## src/pkg/shift_pkg.sv

```systemverilog
package shift_pkg;

  localparam int STAGES = 16;
  localparam int FIFO_DEPTH = 32;

  // register byte offsets
  localparam logic [7:0] OFS_CTRL   = 8'h00;
  localparam logic [7:0] OFS_STATUS = 8'h04;
  localparam logic [7:0] OFS_FIFO   = 8'h08;
  localparam logic [7:0] OFS_LEVEL  = 8'h0c;

  // control fields
  localparam int CTRL_CAPTURE_BIT = 0;
  localparam int CTRL_FLUSH_BIT   = 1;
  localparam int CTRL_CLR_OVF_BIT = 2;
  localparam logic CTRL_CAPTURE_RESET = 1'h0;

  // status fields, stage contents sit in the low bits
  localparam int STATUS_EMPTY_BIT  = 16;
  localparam int STATUS_FULL_BIT   = 17;
  localparam int STATUS_KNOWN_BIT  = 18;
  localparam int STATUS_OVF_BIT    = 19;
  localparam int STATUS_SELECT_BIT = 20;
  localparam int STATUS_MODE_BIT   = 21;

  // fifo word read: bit 31 flags a valid entry
  localparam int FIFO_VALID_BIT = 31;

  // shifts after which the whole register holds defined data
  localparam logic [4:0] SHIFTS_TO_KNOWN = 5'h10;
  localparam logic [4:0] SHIFT_COUNT_RESET = 5'h00;

  typedef struct packed {
    logic                falling_edge_clock;
    logic                select_n;
    logic                mode;
    logic                serial_in;
    logic [STAGES-1:0]   parallel_inputs;
  } pins_t;

  // select idles high (hold), clock idles low so a high pin at release is no edge
  localparam pins_t PINS_RESET = '{
    falling_edge_clock: 1'h0,
    select_n:           1'h1,
    mode:               1'h0,
    serial_in:          1'h0,
    parallel_inputs:    16'h0000
  };

  typedef enum {OP_HOLD, OP_SHIFT, OP_LOAD} op_t;

endpackage : shift_pkg

```

## src/shift_register_top.sv

```systemverilog
// Design decisions made here: the address map and the APB interface to the registers.
`timescale 1ns/1ps
`default_nettype none
module shift_register_top #(
  parameter int FIFO_DEPTH = shift_pkg::FIFO_DEPTH
) (
  // clock and reset
  input  wire logic                          clk,
  input  wire logic                          rst_n,
  // apb slave
  input  wire logic                          psel,
  input  wire logic                          penable,
  input  wire logic                          pwrite,
  input  wire logic [7:0]                    paddr,
  input  wire logic [31:0]                   pwdata,
  output logic [31:0]                        prdata,
  output logic                               pready,
  output logic                               pslverr,
  // device pins
  input  wire shift_pkg::pins_t              pins,
  output logic                               serial_out,
  // status towards surrounding logic
  output logic                               contents_known,
  output logic                               capture_ready
);

  localparam int PW = $bits(shift_pkg::pins_t);
  localparam int LW = $clog2(FIFO_DEPTH) + 1;

  //////////////////////////////////////////////////////////////////////////////
  // pin synchronisers

  logic [PW-1:0]     sync1;
  logic [PW-1:0]     sync2;
  logic [PW-1:0]     sync3;
  logic [PW-1:0]     filt_bits;
  logic [PW-1:0]     next_filt_bits;
  shift_pkg::pins_t  filt;

  assign filt = shift_pkg::pins_t'(filt_bits);

  // a pin counts as changed only once the second and third stages agree,
  // which rejects a single-sample glitch at the cost of one more cycle
  genvar gi;
  generate
    for (gi = 0; gi < PW; gi++) begin : g_sync
      localparam logic RST_BIT = shift_pkg::PINS_RESET[gi];

      always_comb begin
        next_filt_bits[gi] = filt_bits[gi];
        if (sync2[gi] == sync3[gi]) begin
          next_filt_bits[gi] = sync2[gi];
        end
      end

      always_ff @(posedge clk or negedge rst_n) begin
        if (!rst_n) begin
          sync1[gi]     <= RST_BIT;
          sync2[gi]     <= RST_BIT;
          sync3[gi]     <= RST_BIT;
          filt_bits[gi] <= RST_BIT;
        end else begin
          sync1[gi]     <= pins[gi];
          sync2[gi]     <= sync1[gi];
          sync3[gi]     <= sync2[gi];
          filt_bits[gi] <= next_filt_bits[gi];
        end
      end
    end
  endgenerate

  //////////////////////////////////////////////////////////////////////////////
  // falling edge of the pin clock and operation select

  logic              clk_prev;
  logic              next_clk_prev;
  logic              pin_fall;
  shift_pkg::op_t    op;

  assign next_clk_prev = filt.falling_edge_clock;
  assign pin_fall      = clk_prev && !filt.falling_edge_clock;

  always_ff @(posedge clk or negedge rst_n) begin
    if (!rst_n) begin
      clk_prev <= 1'h0;
    end else begin
      clk_prev <= next_clk_prev;
    end
  end

  // select is sampled through the same delay as the clock pin, so a select
  // rising while the clock pin is held low cannot fake an edge
  always_comb begin
    op = shift_pkg::OP_HOLD;
    if (!filt.select_n) begin
      if (filt.mode) begin
        op = shift_pkg::OP_LOAD;
      end else begin
        op = shift_pkg::OP_SHIFT;
      end
    end
  end

  //////////////////////////////////////////////////////////////////////////////
  // storage stages

  logic [shift_pkg::STAGES-1:0] stages;
  logic [shift_pkg::STAGES-1:0] next_stages;

  always_comb begin
    next_stages = stages;
    if (pin_fall) begin
      case (op)
        shift_pkg::OP_LOAD: begin
          next_stages = filt.parallel_inputs;
        end
        shift_pkg::OP_SHIFT: begin
          next_stages = {stages[shift_pkg::STAGES-2:0], filt.serial_in};
        end
        default: begin
          next_stages = stages;
        end
      endcase
    end
  end

  // deliberately left without reset: a reset would claim knowledge the
  // device does not have after power-up
  always_ff @(posedge clk) begin
    stages <= next_stages;
  end

  assign serial_out = stages[shift_pkg::STAGES-1];

  //////////////////////////////////////////////////////////////////////////////
  // tracking when the contents become defined

  logic [4:0] shift_count;
  logic [4:0] next_shift_count;
  logic       known;
  logic       next_known;

  always_comb begin
    next_shift_count = shift_count;
    next_known       = known;
    if (pin_fall) begin
      case (op)
        shift_pkg::OP_LOAD: begin
          next_known = 1'h1;
        end
        shift_pkg::OP_SHIFT: begin
          if (!known) begin
            next_shift_count = shift_count + 5'h01;
            if (next_shift_count == shift_pkg::SHIFTS_TO_KNOWN) begin
              next_known = 1'h1;
            end
          end
        end
        default: begin
          next_known = known;
        end
      endcase
    end
  end

  always_ff @(posedge clk or negedge rst_n) begin
    if (!rst_n) begin
      shift_count <= shift_pkg::SHIFT_COUNT_RESET;
      known       <= 1'h0;
    end else begin
      shift_count <= next_shift_count;
      known       <= next_known;
    end
  end

  assign contents_known = known;

  //////////////////////////////////////////////////////////////////////////////
  // capture of each new register word into the fifo

  logic                         capture_en;
  logic                         next_capture_en;
  logic                         cap_valid;
  logic                         cap_ready;
  logic                         overflow;
  logic                         next_overflow;
  logic                         fifo_flush;
  logic                         fifo_out_valid;
  logic                         fifo_pop;
  logic [shift_pkg::STAGES-1:0] fifo_out_data;
  logic [LW-1:0]                fifo_level;

  // the pin clock cannot be stalled, so a word offered while full is lost
  // and only flagged; capture_ready lets the outside logic pause instead
  assign cap_valid     = pin_fall && (op != shift_pkg::OP_HOLD) && capture_en;
  assign capture_ready = cap_ready;

  word_fifo #(
    .WIDTH (shift_pkg::STAGES),
    .DEPTH (FIFO_DEPTH)
  ) u_fifo (
    .clk       (clk),
    .rst_n     (rst_n),
    .flush     (fifo_flush),
    .level     (fifo_level),
    .in_valid  (cap_valid),
    .in_ready  (cap_ready),
    .in_data   (next_stages),
    .out_valid (fifo_out_valid),
    .out_ready (fifo_pop),
    .out_data  (fifo_out_data)
  );

  //////////////////////////////////////////////////////////////////////////////
  // apb slave: one wait state so read data comes from a flip-flop

  logic        access;
  logic        ack;
  logic        next_ack;
  logic        complete;
  logic        wr_done;
  logic [31:0] rd_value;
  logic        rd_error;
  logic [31:0] next_prdata;
  logic        next_pslverr;

  assign access   = psel && penable;
  assign next_ack = access && !ack;
  assign complete = access && ack;
  assign wr_done  = complete && pwrite;
  assign pready   = ack;

  always_comb begin
    rd_value = 32'h0000_0000;
    rd_error = 1'h0;
    if (paddr == shift_pkg::OFS_CTRL) begin
      rd_value[shift_pkg::CTRL_CAPTURE_BIT] = capture_en;
    end else if (paddr == shift_pkg::OFS_STATUS) begin
      rd_value[shift_pkg::STAGES-1:0]         = stages;
      rd_value[shift_pkg::STATUS_EMPTY_BIT]  = !fifo_out_valid;
      rd_value[shift_pkg::STATUS_FULL_BIT]   = !cap_ready;
      rd_value[shift_pkg::STATUS_KNOWN_BIT]  = known;
      rd_value[shift_pkg::STATUS_OVF_BIT]    = overflow;
      rd_value[shift_pkg::STATUS_SELECT_BIT] = filt.select_n;
      rd_value[shift_pkg::STATUS_MODE_BIT]   = filt.mode;
    end else if (paddr == shift_pkg::OFS_FIFO) begin
      rd_value[shift_pkg::STAGES-1:0]        = fifo_out_data;
      rd_value[shift_pkg::FIFO_VALID_BIT]    = fifo_out_valid;
    end else if (paddr == shift_pkg::OFS_LEVEL) begin
      rd_value[LW-1:0]                       = fifo_level;
    end else begin
      rd_error = 1'h1;
    end
  end

  always_comb begin
    next_prdata  = prdata;
    next_pslverr = pslverr;
    if (next_ack) begin
      next_prdata  = pwrite ? 32'h0000_0000 : rd_value;
      next_pslverr = rd_error;
    end
  end

  always_ff @(posedge clk or negedge rst_n) begin
    if (!rst_n) begin
      ack     <= 1'h0;
      prdata  <= 32'h0000_0000;
      pslverr <= 1'h0;
    end else begin
      ack     <= next_ack;
      prdata  <= next_prdata;
      pslverr <= next_pslverr;
    end
  end

  // a fifo read pops only at the completing edge, and only a real entry
  assign fifo_pop = complete && !pwrite && (paddr == shift_pkg::OFS_FIFO) && fifo_out_valid;

  //////////////////////////////////////////////////////////////////////////////
  // control register and overflow flag

  logic ctrl_wr;

  assign ctrl_wr    = wr_done && (paddr == shift_pkg::OFS_CTRL);
  assign fifo_flush = ctrl_wr && pwdata[shift_pkg::CTRL_FLUSH_BIT];

  always_comb begin
    next_capture_en = capture_en;
    next_overflow   = overflow;
    if (ctrl_wr) begin
      next_capture_en = pwdata[shift_pkg::CTRL_CAPTURE_BIT];
      if (pwdata[shift_pkg::CTRL_CLR_OVF_BIT]) begin
        next_overflow = 1'h0;
      end
    end
    // a lost word in the clearing cycle still sets the flag
    if (cap_valid && !cap_ready) begin
      next_overflow = 1'h1;
    end
  end

  always_ff @(posedge clk or negedge rst_n) begin
    if (!rst_n) begin
      capture_en <= shift_pkg::CTRL_CAPTURE_RESET;
      overflow   <= 1'h0;
    end else begin
      capture_en <= next_capture_en;
      overflow   <= next_overflow;
    end
  end

endmodule : shift_register_top
`default_nettype wire

```

## src/word_fifo.sv

```systemverilog
`timescale 1ns/1ps
`default_nettype none
module word_fifo #(
  parameter int WIDTH = 16,
  parameter int DEPTH = 32
) (
  // clock and reset
  input  wire logic                     clk,
  input  wire logic                     rst_n,
  // control
  input  wire logic                     flush,
  output logic [$clog2(DEPTH):0]        level,
  // filling side
  input  wire logic                     in_valid,
  output logic                          in_ready,
  input  wire logic [WIDTH-1:0]         in_data,
  // draining side
  output logic                          out_valid,
  input  wire logic                     out_ready,
  output logic [WIDTH-1:0]              out_data
);

  localparam int AW = $clog2(DEPTH);

  logic [WIDTH-1:0] mem [DEPTH];
  logic [AW:0]      wr_ptr;
  logic [AW:0]      rd_ptr;
  logic [AW:0]      next_wr_ptr;
  logic [AW:0]      next_rd_ptr;
  logic             push;
  logic             pop;

  assign level     = wr_ptr - rd_ptr;
  assign in_ready  = (level != (AW+1)'(DEPTH));
  assign out_valid = (level != '0);
  assign out_data  = mem[rd_ptr[AW-1:0]];
  assign push      = in_valid && in_ready;
  assign pop       = out_valid && out_ready;

  always_comb begin
    next_wr_ptr = wr_ptr;
    next_rd_ptr = rd_ptr;
    if (flush) begin
      next_rd_ptr = wr_ptr;
    end else begin
      if (push) begin
        next_wr_ptr = wr_ptr + 1'b1;
      end
      if (pop) begin
        next_rd_ptr = rd_ptr + 1'b1;
      end
    end
  end

  always_ff @(posedge clk or negedge rst_n) begin
    if (!rst_n) begin
      wr_ptr <= '0;
      rd_ptr <= '0;
    end else begin
      wr_ptr <= next_wr_ptr;
      rd_ptr <= next_rd_ptr;
    end
  end

  // storage needs no reset, the pointers say what is valid
  always_ff @(posedge clk) begin
    if (push && !flush) begin
      mem[wr_ptr[AW-1:0]] <= in_data;
    end
  end

endmodule : word_fifo
`default_nettype wire
```

## config.mk

```make
export PLATFORM = sky130hd
export DESIGN_NAME = shift_register_top
export DESIGN_NICKNAME = d
export VERILOG_FILES = /design/src/pkg/shift_pkg.sv /design/src/shift_register_top.sv /design/src/word_fifo.sv
export SDC_FILE = /design/constraint.sdc
export NUM_CORES = 1
export LEC_CHECK = 0
export BUFFER_PORTS_ARGS = -buffer_cell sky130_fd_sc_hd__buf_4
export CAP_MARGIN = 20
export CORE_MARGIN = 2
export CORE_UTILIZATION = 45
export DETAILED_ROUTE_END_ITERATION = 8
export GPL_TIMING_DRIVEN = 0
export SYNTH_ARGS = -nofsm -noshare
export SYNTH_HDL_FRONTEND = slang
export SYNTH_HIERARCHICAL = 1
export SYNTH_SLANG_ARGS = --single-unit
```

## constraint.sdc

```tcl
create_clock -name clk -period 8.04 [get_ports clk]
set_input_delay 0.804 -clock clk [delete_from_list [all_inputs] [get_ports clk]]
set_output_delay 0.804 -clock clk [all_outputs]
set_load 0.01 [all_outputs]
```

Yosys cells after proc, flatten, opt, wreduce, memory -nomap -nowiden --
Memories as Yosys holds them, arrays and structs flattened. Cells that the tools add are included.
Word-level totals: memories kept 1, input bits 65, register bits 151, output and inout bits 37, RAM bits 512
Memory list:
- u_fifo.mem | depth 32, bits a word 16, rd ports 1, clocked after memory_dff 0, write ports 1, RTL line word_fifo.sv:25 | logic [WIDTH-1:0] mem [DEPTH];
Operators by class: mux-type cells 29, reductions and logical operators 33, add/subtract/negate cells 4, bitwise gates (word level) 2, equality and inequality tests 27
Operators by type and width (number):
- $eq 32x1->1 const B | 1
- $eq 32x2->1 const B | 1
- $mux 16 | 2
- $mux 32 | 1
- $pmux 16 s2 | 1
- $reduce_bool 32->1 | 1
- $mux 6 | 5
- $mux 21 | 1
- $eq 1x1->1 | 20
- $eq 8x4->1 const B | 2
- $logic_and 1x1->1 | 16
- $mux 1 | 15
- $add 6x1->6 const B | 2
- $mux 10 | 1
- $eq 8x3->1 const B | 1
- $logic_not 8->1 | 1
- $reduce_bool 2->1 | 4
- $logic_not 1->1 | 6
- $ne 6x6->1 const B | 1
- $reduce_and 2->1 | 3
- $reduce_bool 6->1 | 1
- $sub 6x6->6 | 1
- $add 5x1->5 const B | 1
- $eq 5x5->1 const B | 1
- other kinds (4) | 6

Logic depth before layout (Yosys ltp) --
Gate-level depths: netlist of run 1.
depth in word-level cells 9, depth in mapped cells 16

Modules after synthesis --
The synthesis of run 1 kept the hierarchy.
By module, submodules not included:
- word_fifo | cells each 914, area each 20529.7 µm², times used 1
- shift_register_top | cells each 342, area each 4584.4 µm², times used 1

Worst setup path before layout of run 1 --
Ideal clock, no wire load.
kind reg2reg, from reg u_fifo.rd_ptr[1], to mem u_fifo.mem[30][0] (enable), arrival 3.407 ns, path buffers 3, cell stages (with the launch flop) 12, clock period less this slack 3.795 ns, path slack 4.245 ns, library setup time 0.388 ns, cells stage by stage dfrtp_1 clkbuf_1 buf_2 buf_1 inv_1 ha_1 nor2b_1 o221ai_2 a21o_1 o2111ai_2 nand3_1 nor2_1
Between the ends: longest elaborated chain between the ends 6
Ends and longest elaborated chain:
- from (decl) | RTL line word_fifo.sv:27 | logic [AW:0] rd_ptr;
- from (signal assigned) | RTL line word_fifo.sv:61 | rd_ptr <= next_rd_ptr;
- $sub 6x6->6 | RTL line word_fifo.sv:33 | assign level = wr_ptr - rd_ptr;
- $ne 6x6->1 | RTL line word_fifo.sv:34 | assign in_ready = (level != (AW+1)'(DEPTH));
- via capture_ready | RTL line shift_register_top.sv:24 | output logic capture_ready
- $logic_and 1x1->1 | RTL line word_fifo.sv:37 | assign push = in_valid && in_ready;
- $logic_and 1x1->1 | RTL line word_fifo.sv:67 | if (push && !flush) begin
- $mux 1 | RTL line word_fifo.sv:67
- $mux 1 (not written as such) | RTL line word_fifo.sv:68 | mem[wr_ptr[AW-1:0]] <= in_data;
- to (decl) | RTL line word_fifo.sv:25
The timed path passes the listed nets, and every way through them passes these cells.

Final worst setup path of run 1 --
from reg u_fifo.rd_ptr[1], to mem u_fifo.mem[24][3] (enable)
Between the ends: longest elaborated chain between the ends 6
Ends and longest elaborated chain (RTL line):
- $sub 6x6->6 | word_fifo.sv:33
- $ne 6x6->1 | word_fifo.sv:34
- $logic_and 1x1->1 | word_fifo.sv:37
- $logic_and 1x1->1 | word_fifo.sv:67
- $mux 1 | word_fifo.sv:67
- $mux 1 (not written as such) | word_fifo.sv:68
Every way passes these cells.

==> results.toml, run 1 <==
[run_status]
outcome = "finished clean"

[yosys]
yosysUniqueCellTypes = 62
avgSynthCellArea_um2 = 20.0
syn_inst = 1256
async_flop_share_pct = 19.3
synth-edff-count = 512
synth_seq_cells = 654
synth_top_cell_by_area = "edfxtp_1"
syn_area_um2 = 25100
ys_seq_area_share_pct = 75.1
synthFlopType = "edfxtp_1"
synth_area_leaders = "edfxtp_1 (61%), mux4_2 (14%), dfrtp_1 (12%)"
yosysTopAreaCellShare_pct = 61.2
yosysWarnings = 6

[grt]
grt_pass1_wl_mm = 83.8
met3_usage_pct = 3.07
grt_busiest_layer = "met2"
grt_overflow = 0
gr-usage-met1_pct = 29.7
grt_pass1_vias = 12600
antenna_found_initial = 1
grt_max_degree = 93
gr-usage-met2_pct = 31.8
grt_usage_pct = 20.4

[min_path]
holdCritPathClass = "in -> async"

[clock_tree]
cts_max_path_buffers = 3
clk_transition_reported_paths_ps = 60
numCtsBuffers = 67
post_cts_resized = 0
post_cts_buffers = 0
clock_sinks = 654
cts_hold_buf = 0
cts_tree = "yes"
clk_latency_ps = 610
cts_max_level = 3
cts_root_buffer = "clkbuf_16"

[drt]
final_antenna_net_count = 0
drtIter0Drc = 1172
routed_wl_mm = 57.3
wl_per_cell_um = 25.6
first_pass_iters = 6
drc_errors = 0
routed-via-count = 12600
via_per_inst = 5.63

[pwr]
p_leak_uw = 0.0100
p_int_uw = 6030
p_seq_share_pct = 52.0
clkPwrFrac_pct = 39.1
total_power_uw = 7870
switching_share_pct = 23.3
pwr-share-comb_pct = 8.8
vdd_drop_max_uv = 165
power_switching_uw = 1830
power_density_nw_per_um2 = 265

[layout]
postLayoutCoreUtil_pct = 53.8
layout_common_cells = "edfxtp_1 (512), mux4_2 (161), dfrtp_1 (122)"
layout.cells.non_filler = 2235
fill_cells = 4295
syn_to_final_growth_pct = 18.1
nets = 1512
final_common_cell = "edfxtp_1"
layout-drive-gt1-share_pct = 30.8

[timing]
tns_ps = 0
timing.final.crit_share_pct = 64.0
tightest_slew_ps = 1020
slew_headroom_pct = 31.7
timing.fmax_mhz = 194
hold_viol_final = 0
slew_violations = 0
fin_crit_ps = 5150
rsz0062_at_grt = "false"
setup_viol = 0
fin_skew_ps = 21.2

[worst_setup_path]
cp_max_fo = 16
critPathBufInv = 4
worstPathArrival_ps = 5360
end_kind = "flip-flop"
path_depth = 11
crit_type = "reg -> reg"
slowest_delay_ps = 960
start_kind = "flip-flop"
cp_top_family = "simple AND/OR/NAND/NOR gates"
cp_cell_sequence = "clkbuf_1 > buf_2 > buf_1 > inv_1 > ha_1 > nor2b_1 > o221ai_2 > a21o_1 > o2111ai_2 > nand3_1 > nor2_2"
reg2reg_depth = 11
cp_slowest_cell = "nor2_2"
worstPathRequired_ps = 8250

[placed_design]
dp_cells = 2112
dpl.hpwl_mm = 39.2
gp_congestion = 0.857
numPortBuffers = 61

[floorplanning]
start_util_pct = 45.6
dieArea_um2 = 57700
die_height_um = 240
core_area_um2 = 55100
io_pins = 102
die-width_um = 240
num_rows = 86

[run]
drv_cap = 0
[cell type report]
type                    instances  area, um^2  share of cell area (%)
clock inverters                35         332                    1.12
plain buffers                  64         319                    1.08
multi-input cells             528        6150                    20.7
repair buffers                101        1140                    3.85
flip-flops and latches        654       18900                    63.6
inverters                      18        67.6                   0.228
clock buffers                  86        1860                    6.28
well taps                     748         936                    3.15
diodes                          1        2.50                 0.00844
[routing by layer]
layer	share of wire, %	wire length, um
met4	2.7	1570
met3	6.0	3460
met2	47	27100
met5	0	0
met1	44	25100
[cells in the mapped netlist (all sizes together) (2+ instances only)]
cell type	instances
clkbuf	28
a21oi	30
mux2	8
nor3b	2
xor2	2
o211ai	2
dfrtp	122
nand3b	3
mux4	161
ha	12
dfxtp	16
and3	2
dfstp	4
nor4	3
o31ai	2
nand3	10
mux2i	17
or3	4
or4	4
nand2b	4
maj3	20
or3b	2
a22o	4
a22oi	11
xnor2	12
edfxtp	512
inv	17
nor3	9
nand4	2
buf	36
a31oi	4
and2	2
or2	4
nor2	62
nand2	90
nor2b	2
o21ai	17
[flip-flops by register name (all words and copies together) (netlist names), 16 cells and up]
register,flops
prdata,23
sync2,20
sync1,20
u_fifo/mem,512
sync3,20
filt,19
stages,16
[path summary, 6_finish.rpt]
check	startpoint	end	slack (ps)
worst max-delay path	u_fifo/rd_ptr[1]	u_fifo/mem[24][3]	2890
worst min-delay path	rst_n	prdata[11]	100
worst max register to register	u_fifo/rd_ptr[1]	u_fifo/mem[24][3]	2890
worst min register to register	sync1[9]	sync2[9]	350
max in group asynchronous	rst_n	sync2[0]	7190
min in group clk	pins[17]	sync1[17]	300
[logic make-up after synthesis]
| family | after synthesis | synth area share, % |
|---|---|---|
| other cells | 1 | 0.0149 |
| xor+xnor | 14 | 0.518 |
| flops | 654 | 75.1 |
| mux | 186 | 15.5 |
| compound gates | 78 | 2.04 |
| simple gates | 208 | 3.85 |
| fa+ha+maj | 33 | 1.47 |
| buf+inv | 82 | 1.54 |
[per-stage QoR]
step / hold slack [ps] / worst slack [ps] / cell area (um^2)
5_1_grt: 106 / 2670 / 29700
2_1_floorplan: 331 / 4240 / 25100
3_3_place_gp: 334 / 2310 / 26500
6_report: 101 / 2890 / 29700
4_1_cts: 77.1 / 2900 / 29600
3_5_place_dp: 335 / 2930 / 27500
[power groups by stage]
stage | clock network, uW | logic (uW) | registers [uW]
5_1_grt | 3280 | 760 | 4100
4_1_cts | 3160 | 711 | 4090
3_3_place_gp | 0 | 506 | 4200
2_1_floorplan | 0 | 255 | 4150
3_5_place_dp | 0 | 710 | 4160
6_report | 3080 | 696 | 4090
Power figures use the tool's default switching activity.
==> run 2: changes to the inputs <==
- ABC_AREA: not set -> 1
- clock period: 8.04 -> 4.5 ns (I/O delays scaled with it)
==> run 2 against run 1 <==
Against the previous run:
- wire length up 41%
- first-iteration DRC count up 94%
- sequential share of layout area down 3.5 points
- utilization down 0.33 points
- combinational power up 100%
- cell count up 47%
- sequential power up 77%
- fmax up 21%
- critical endpoint is now u_fifo/mem[5][10]
==> results.toml, run 2 <==
[run_status]
outcome = "finished clean"

[pwr]
power_switching_uw = 3360
p_seq_share_pct = 51.7
clkPwrFrac_pct = 38.2
p_int_uw = 10600
power_density_nw_per_um2 = 446
vdd_drop_max_uv = 382
pwr-share-comb_pct = 10.1
switching_share_pct = 24.0
total_power_uw = 14000
p_leak_uw = 0.0115

[drt]
routed-via-count = 18700
via_per_inst = 5.67
drc_errors = 0
first_pass_iters = 6
routed_wl_mm = 80.7
drtIter0Drc = 2277
final_antenna_net_count = 0
wl_per_cell_um = 24.5

[floorplanning]
dieArea_um2 = 61000
start_util_pct = 45.2
die_height_um = 247
die-width_um = 247
io_pins = 102
core_area_um2 = 58700
num_rows = 89

[grt]
grt_overflow = 0
grt_pass1_vias = 17700
grt_pass1_wl_mm = 118
antenna_found_initial = 0
grt_max_degree = 99
grt_usage_pct = 26.8

[layout]
layout.cells.non_filler = 3295
largest_register_ffs = 512
nets = 2550
final_common_cell = "edfxtp_1"
syn_to_final_growth_pct = 18.3
layout-drive-gt1-share_pct = 13.4
layout_common_cells = "edfxtp_1 (512), nor2_1 (379), nand2_1 (322)"
diodes = 0

[placed_design]
dp_cells = 3154
gp_congestion = 0.967
dpl.hpwl_mm = 56.7
numPortBuffers = 63

[timing]
slew_headroom_pct = 44.8
timing.final.crit_share_pct = 94.5
slew_violations = 0
rsz0062_at_grt = "false"
fin_crit_ps = 4250
fin_skew_ps = 25.1
hold_viol_final = 0
setup_viol = 0
tightest_slew_ps = 828
timing.fmax_mhz = 235

[clock_tree]
cts_root_buffer = "clkbuf_16"
cts_max_path_buffers = 3
clk_latency_ps = 620
clk_transition_reported_paths_ps = 60
cts_max_level = 3
numCtsBuffers = 66
cts_tree = "yes"
clock_sinks = 654

[worst_setup_path]
start_kind = "flip-flop"
worstPathArrival_ps = 4560
cp_cell_sequence = "buf_2 > clkinv_1 > clkbuf_1 > ha_1 > nand3_1 > nand2_1 > nand2_1 > nand3_2 > nand2_2 > nand2_4 > nand3_2 > buf_2 > nor2_2 > buf_16"
worstPathRequired_ps = 4810
reg2reg_depth = 14
end_kind = "flip-flop"
slowest_delay_ps = 600
cp_max_fo = 12
cp_slowest_cell = "nor2_2"
crit_type = "reg -> reg"

[yosys]
synthFlopType = "edfxtp_1"
avgSynthCellArea_um2 = 11.7
synth-edff-count = 512
synth_seq_cells = 654
ys_seq_area_share_pct = 71.0
syn_inst = 2270
synth_area_leaders = "edfxtp_1 (58%), dfrtp_1 (11%), nor2_1 (5.7%)"
yosysTopAreaCellShare_pct = 57.9
async_flop_share_pct = 19.3
syn_area_um2 = 26600
yosysWarnings = 6
synth.most_common_cell = "edfxtp_1"
synth_top_cell_by_area = "edfxtp_1"
yosysUniqueCellTypes = 44
synth_common_cells = "edfxtp_1 (512), nor2_1 (401), nand2_1 (322)"

[min_path]
holdCritPathClass = "in -> reg"
hold-path-cell-count = 3

[run]
drv_cap = 0
[run 2: cell count changes in the layout (fill, tap and decap cells not counted), sizes merged, moves of 17 or more]
cell	previous run	this run
dlygate4sd3	0	21
buf	137	178
mux2i	17	0
o211ai	2	72
nand3	10	107
mux4	161	0
inv	20	108
clkbuf	114	141
o22ai	1	26
o21ai	17	329
nand2	90	329
nor2	62	420
[run 2: kinds of logic (layout without fill, tap and decap cells)]
family                     Yosys count  count (layout)  share of synthesized area (%)
xor gates and xnor gates             2               2                         0.0660
adders and majority gates           33              33                           1.39
AOI/OAI and AO/OA                  452             452                           9.39
buffers and inverters              243             487                           4.26
and+or+nand+nor                    885             885                           13.9
other                                1               9                         0.0141
DFF                                654             654                           71.0
[run 2: path summary, 6_finish.rpt]
path,startpoint,to,slack [ps]
max,u_fifo/rd_ptr[2],u_fifo/mem[5][10],250
min,pwdata[0],capture_en,110
max reg2reg,u_fifo/rd_ptr[2],u_fifo/mem[5][10],250
min reg2reg,sync1[11],sync2[11],350
max in group asynchronous,rst_n,filt[18],3450
min in group asynchronous,rst_n,sync1[0],280
[run 2: metrics by stage]
stage	setup slack (ps)	TNS (ps)	area, um^2	util [%]	hold WS (ps)
floorplan	1270	0	26600	-	154
global placement	-1510	-460850	28000	47.7	334
detailed placement	91.8	0	29000	49.5	335
CTS	43.3	0	31300	53.4	89.1
global route	157	0	31400	53.5	120
finish	246	0	31400	53.5	112
[run 2: routing by layer]
layer | up-vias | part of all wire [%] | global-route usage (%)
li1 | 8311 | - | -
met1 | 9230 | 40 | 36.7
met2 | 968 | 45 | 42.0
met3 | 179 | 9.7 | 4.67
met4 | 0 | 4.7 | 12.2
met5 | - | 0 | 0
[run 2: timing repair]
item	4_1_cts	5_1_grt
buffers inserted	0	0
hold endpoints to repair	48	0
gates resized for setup	0	7
hold buffers	21	0
endpoints found under the setup margin	0	112
[run 2: critical path, delay by kind of cell, from the launching register on]
kind | cells | cell delay (ps)
adders and majority gates | 1 | 520
buffers and inverters | 5 | 1710
DFF | 1 | 340
and+or+nand+nor | 8 | 1330
[run 2: power by group through the flow]
| stage | clock (uW) | combinational (uW) | sequential (uW) |
|---|---|---|---|
| after detailed placement | 0 | 1400 | 7360 |
| after CTS | 5430 | 1420 | 7240 |
| after global routing | 5680 | 1490 | 7250 |
| after floorplan | 0 | 428 | 7380 |
| after global placement | 0 | 976 | 7510 |
| final | 5350 | 1410 | 7240 |
[run 2: cell type report]
cell class	instances	area, um^2
Buffer	132	708
Clock buffer	82	1810
Clock inverter	36	280
Fill cell	4960	27300
Inverter	111	422
Multi-Input combinational cell	1381	6840
Sequential cell	654	18900
Tap cell	773	967
Timing Repair Buffer	126	1530
==> run 3: changes to the inputs <==
- PLACE_DENSITY: not set -> 0.61
==> run 3 against run 2 <==
Against the previous run:
- via count up 0.33%
- combinational power about the same
- clock skew down 7.3 ps
- clock power up 0.7%
- die area unchanged
- design area up 0.10%
- fmax down 5.1%
- sequential share of layout area down 0.062 points
- worst hold slack better by 5.1 ps
- highest routed layer unchanged
==> results.toml, run 3 (synthesis results as in run 2) <==
[run_status]
outcome = "finished clean"

[placed_design]
gp_congestion = 0.951
placed_area_um2 = 29000
dpl.hpwl_mm = 56.1
numPortBuffers = 63

[worst_setup_path]
worstPathArrival_ps = 4700
reg2reg_depth = 14
start_kind = "flip-flop"
worstPathRequired_ps = 4720
worstReg2RegStart = "u_fifo/rd_ptr[2]"
reg2reg_to = "u_fifo/mem[25][2]"
crit_type = "reg -> reg"
end_kind = "flip-flop"
cp-startpoint = "u_fifo/rd_ptr[2]"
cp_max_fo = 16
rrSetupSlack_ps = 20

[grt]
grt_pass1_vias = 17700
grt_pass1_wl_mm = 116
grt_max_degree = 70
grt_overflow = 0
antenna_found_initial = 1
grt_usage_pct = 26.3

[layout]
multi_input_area_um2 = 6820
largest_register_ffs = 512
layout_common_cells = "edfxtp_1 (512), nor2_1 (379), nand2_1 (322)"
layout-drive-gt1-share_pct = 13.4
fill_cells = 4917
nets = 2548
final_common_cell = "edfxtp_1"
final-seq-area_um2 = 18900
fin_area_um2 = 31400
diodes = 0
syn_to_final_growth_pct = 18.4

[clock_tree]
clk_transition_reported_paths_ps = 60
cts_max_level = 3
clk_latency_ps = 610
numCtsBuffers = 66
cts_root_buffer = "clkbuf_16"
cts_tree = "yes"
post_cts_buffers = 0
cts_max_path_buffers = 3
clock_sinks = 654

[min_path]
hold-path-cell-count = 3
holdCritPathClass = "in -> reg"
min_from = "pwdata[0]"
min_to = "capture_en"

[pwr]
vdd_drop_max_uv = 427
p_seq_share_pct = 51.4
power_density_nw_per_um2 = 447
power_switching_uw = 3400
p_int_uw = 10700
pwr-share-comb_pct = 10.2
switching_share_pct = 24.2
clkPwrFrac_pct = 38.4
p_leak_uw = 0.0115

[drt]
wl_per_cell_um = 24.2
via_per_inst = 5.69
routed_wl_mm = 79.6
drtIter0Drc = 2239
final_antenna_net_count = 0
drc_errors = 0
first_pass_iters = 5
routed-via-count = 18700

[timing]
slew_headroom_pct = 28.9
tightest_slew_ps = 1070
tns_ps = 0
whs_ps = 117
timing.final.crit_share_pct = 99.6
hold_viol_final = 0
rsz0062_at_grt = "true"
fin_crit_ps = 4480
fin_skew_ps = 17.8
slew_violations = 0
timing.fmax_mhz = 223
setup_viol = 0

[floorplanning]
die-width_um = 247
num_rows = 89
core_area_um2 = 58700
start_util_pct = 45.2
die_height_um = 247
dieArea_um2 = 61000
io_pins = 102

[run]
drv_cap = 0
## run 3: cell count changes in the layout (fill, tap and decap cells not counted), moves of 2 or more
cell       change
clkbuf_1       +5
nor2_4         -4
clkinv_8       +3
clkbuf_16      -2
clkbuf_8       +2
clkinv_1       -6
buf_16         +4
buf_8          -6
nor2_2         +4
## run 3: worst max-delay path by stage
stage                    endpoint  slack (ps)  cells past startpoint
6_report        u_fifo/mem[25][2]          20                     14
5_1_grt         u_fifo/mem[12][8]         -70                     14
4_1_cts         u_fifo/mem[16][0]          30                     14
3_5_place_dp   u_fifo/mem[16][12]          70                     14
3_3_place_gp     u_fifo/mem[8][8]       -1490                      6
2_1_floorplan   u_fifo/mem[10][0]        1270                     12
## run 3: worst max-delay path, cell delays in order, from the launching register on
cell,delay (ps)
dfrtp_1,330
buf_2,310
clkinv_1,550
clkbuf_1,470
ha_1,510
nand3_1,120
nand2_1,110
nand2_1,90
nand3_2,70
nand2_2,70
nand2_4,160
nand3_2,100
buf_6,170
buf_6,180
nor2_2,810
## run 3: through the flow
stage          setup slack (ps)  util, %  instances  total power (uW)
4_1_cts                    33.2     53.4       3293             14100
5_1_grt                   -73.4     53.6       3296             14400
2_1_floorplan              1270        -       2278              7810
3_3_place_gp              -1490     47.7       3114              8500
3_5_place_dp               65.2     49.5       3151              8750
6_report                   18.9     53.6       3296             14100
## run 3: power by group through the flow
stage,logic [uW],clock network (uW),registers (uW)
3_3_place_gp,986,0,7510
6_report,1430,5390,7230
5_1_grt,1500,5680,7240
2_1_floorplan,428,0,7380
3_5_place_dp,1390,0,7360
4_1_cts,1410,5440,7230
## run 3: cell type report
type                    instances  area share (%)
multi-input cells            1381            21.7
well taps                     773            3.08
flip-flops and latches        654            60.0
clock inverters                33           0.983
clock buffers                  88            5.76
inverters                     111            1.34
repair buffers                124            4.92
plain buffers                 132            2.25
## run 3: timing repair
item	in CTS	in global routing
gates resized for setup	0	3
setup endpoints to repair	0	112
hold buffers	21	0
endpoints found under the hold margin	77	0
## run 3: metal layers
metal / up-vias / share of wire (%) / global-route usage, %
met5: - / 0 / 0
li1: 8327 / - / -
met3: 192 / 9.8 / 4.30
met4: 0 / 5.8 / 15.1
met1: 9165 / 40 / 36.1
met2: 1065 / 45 / 39.9
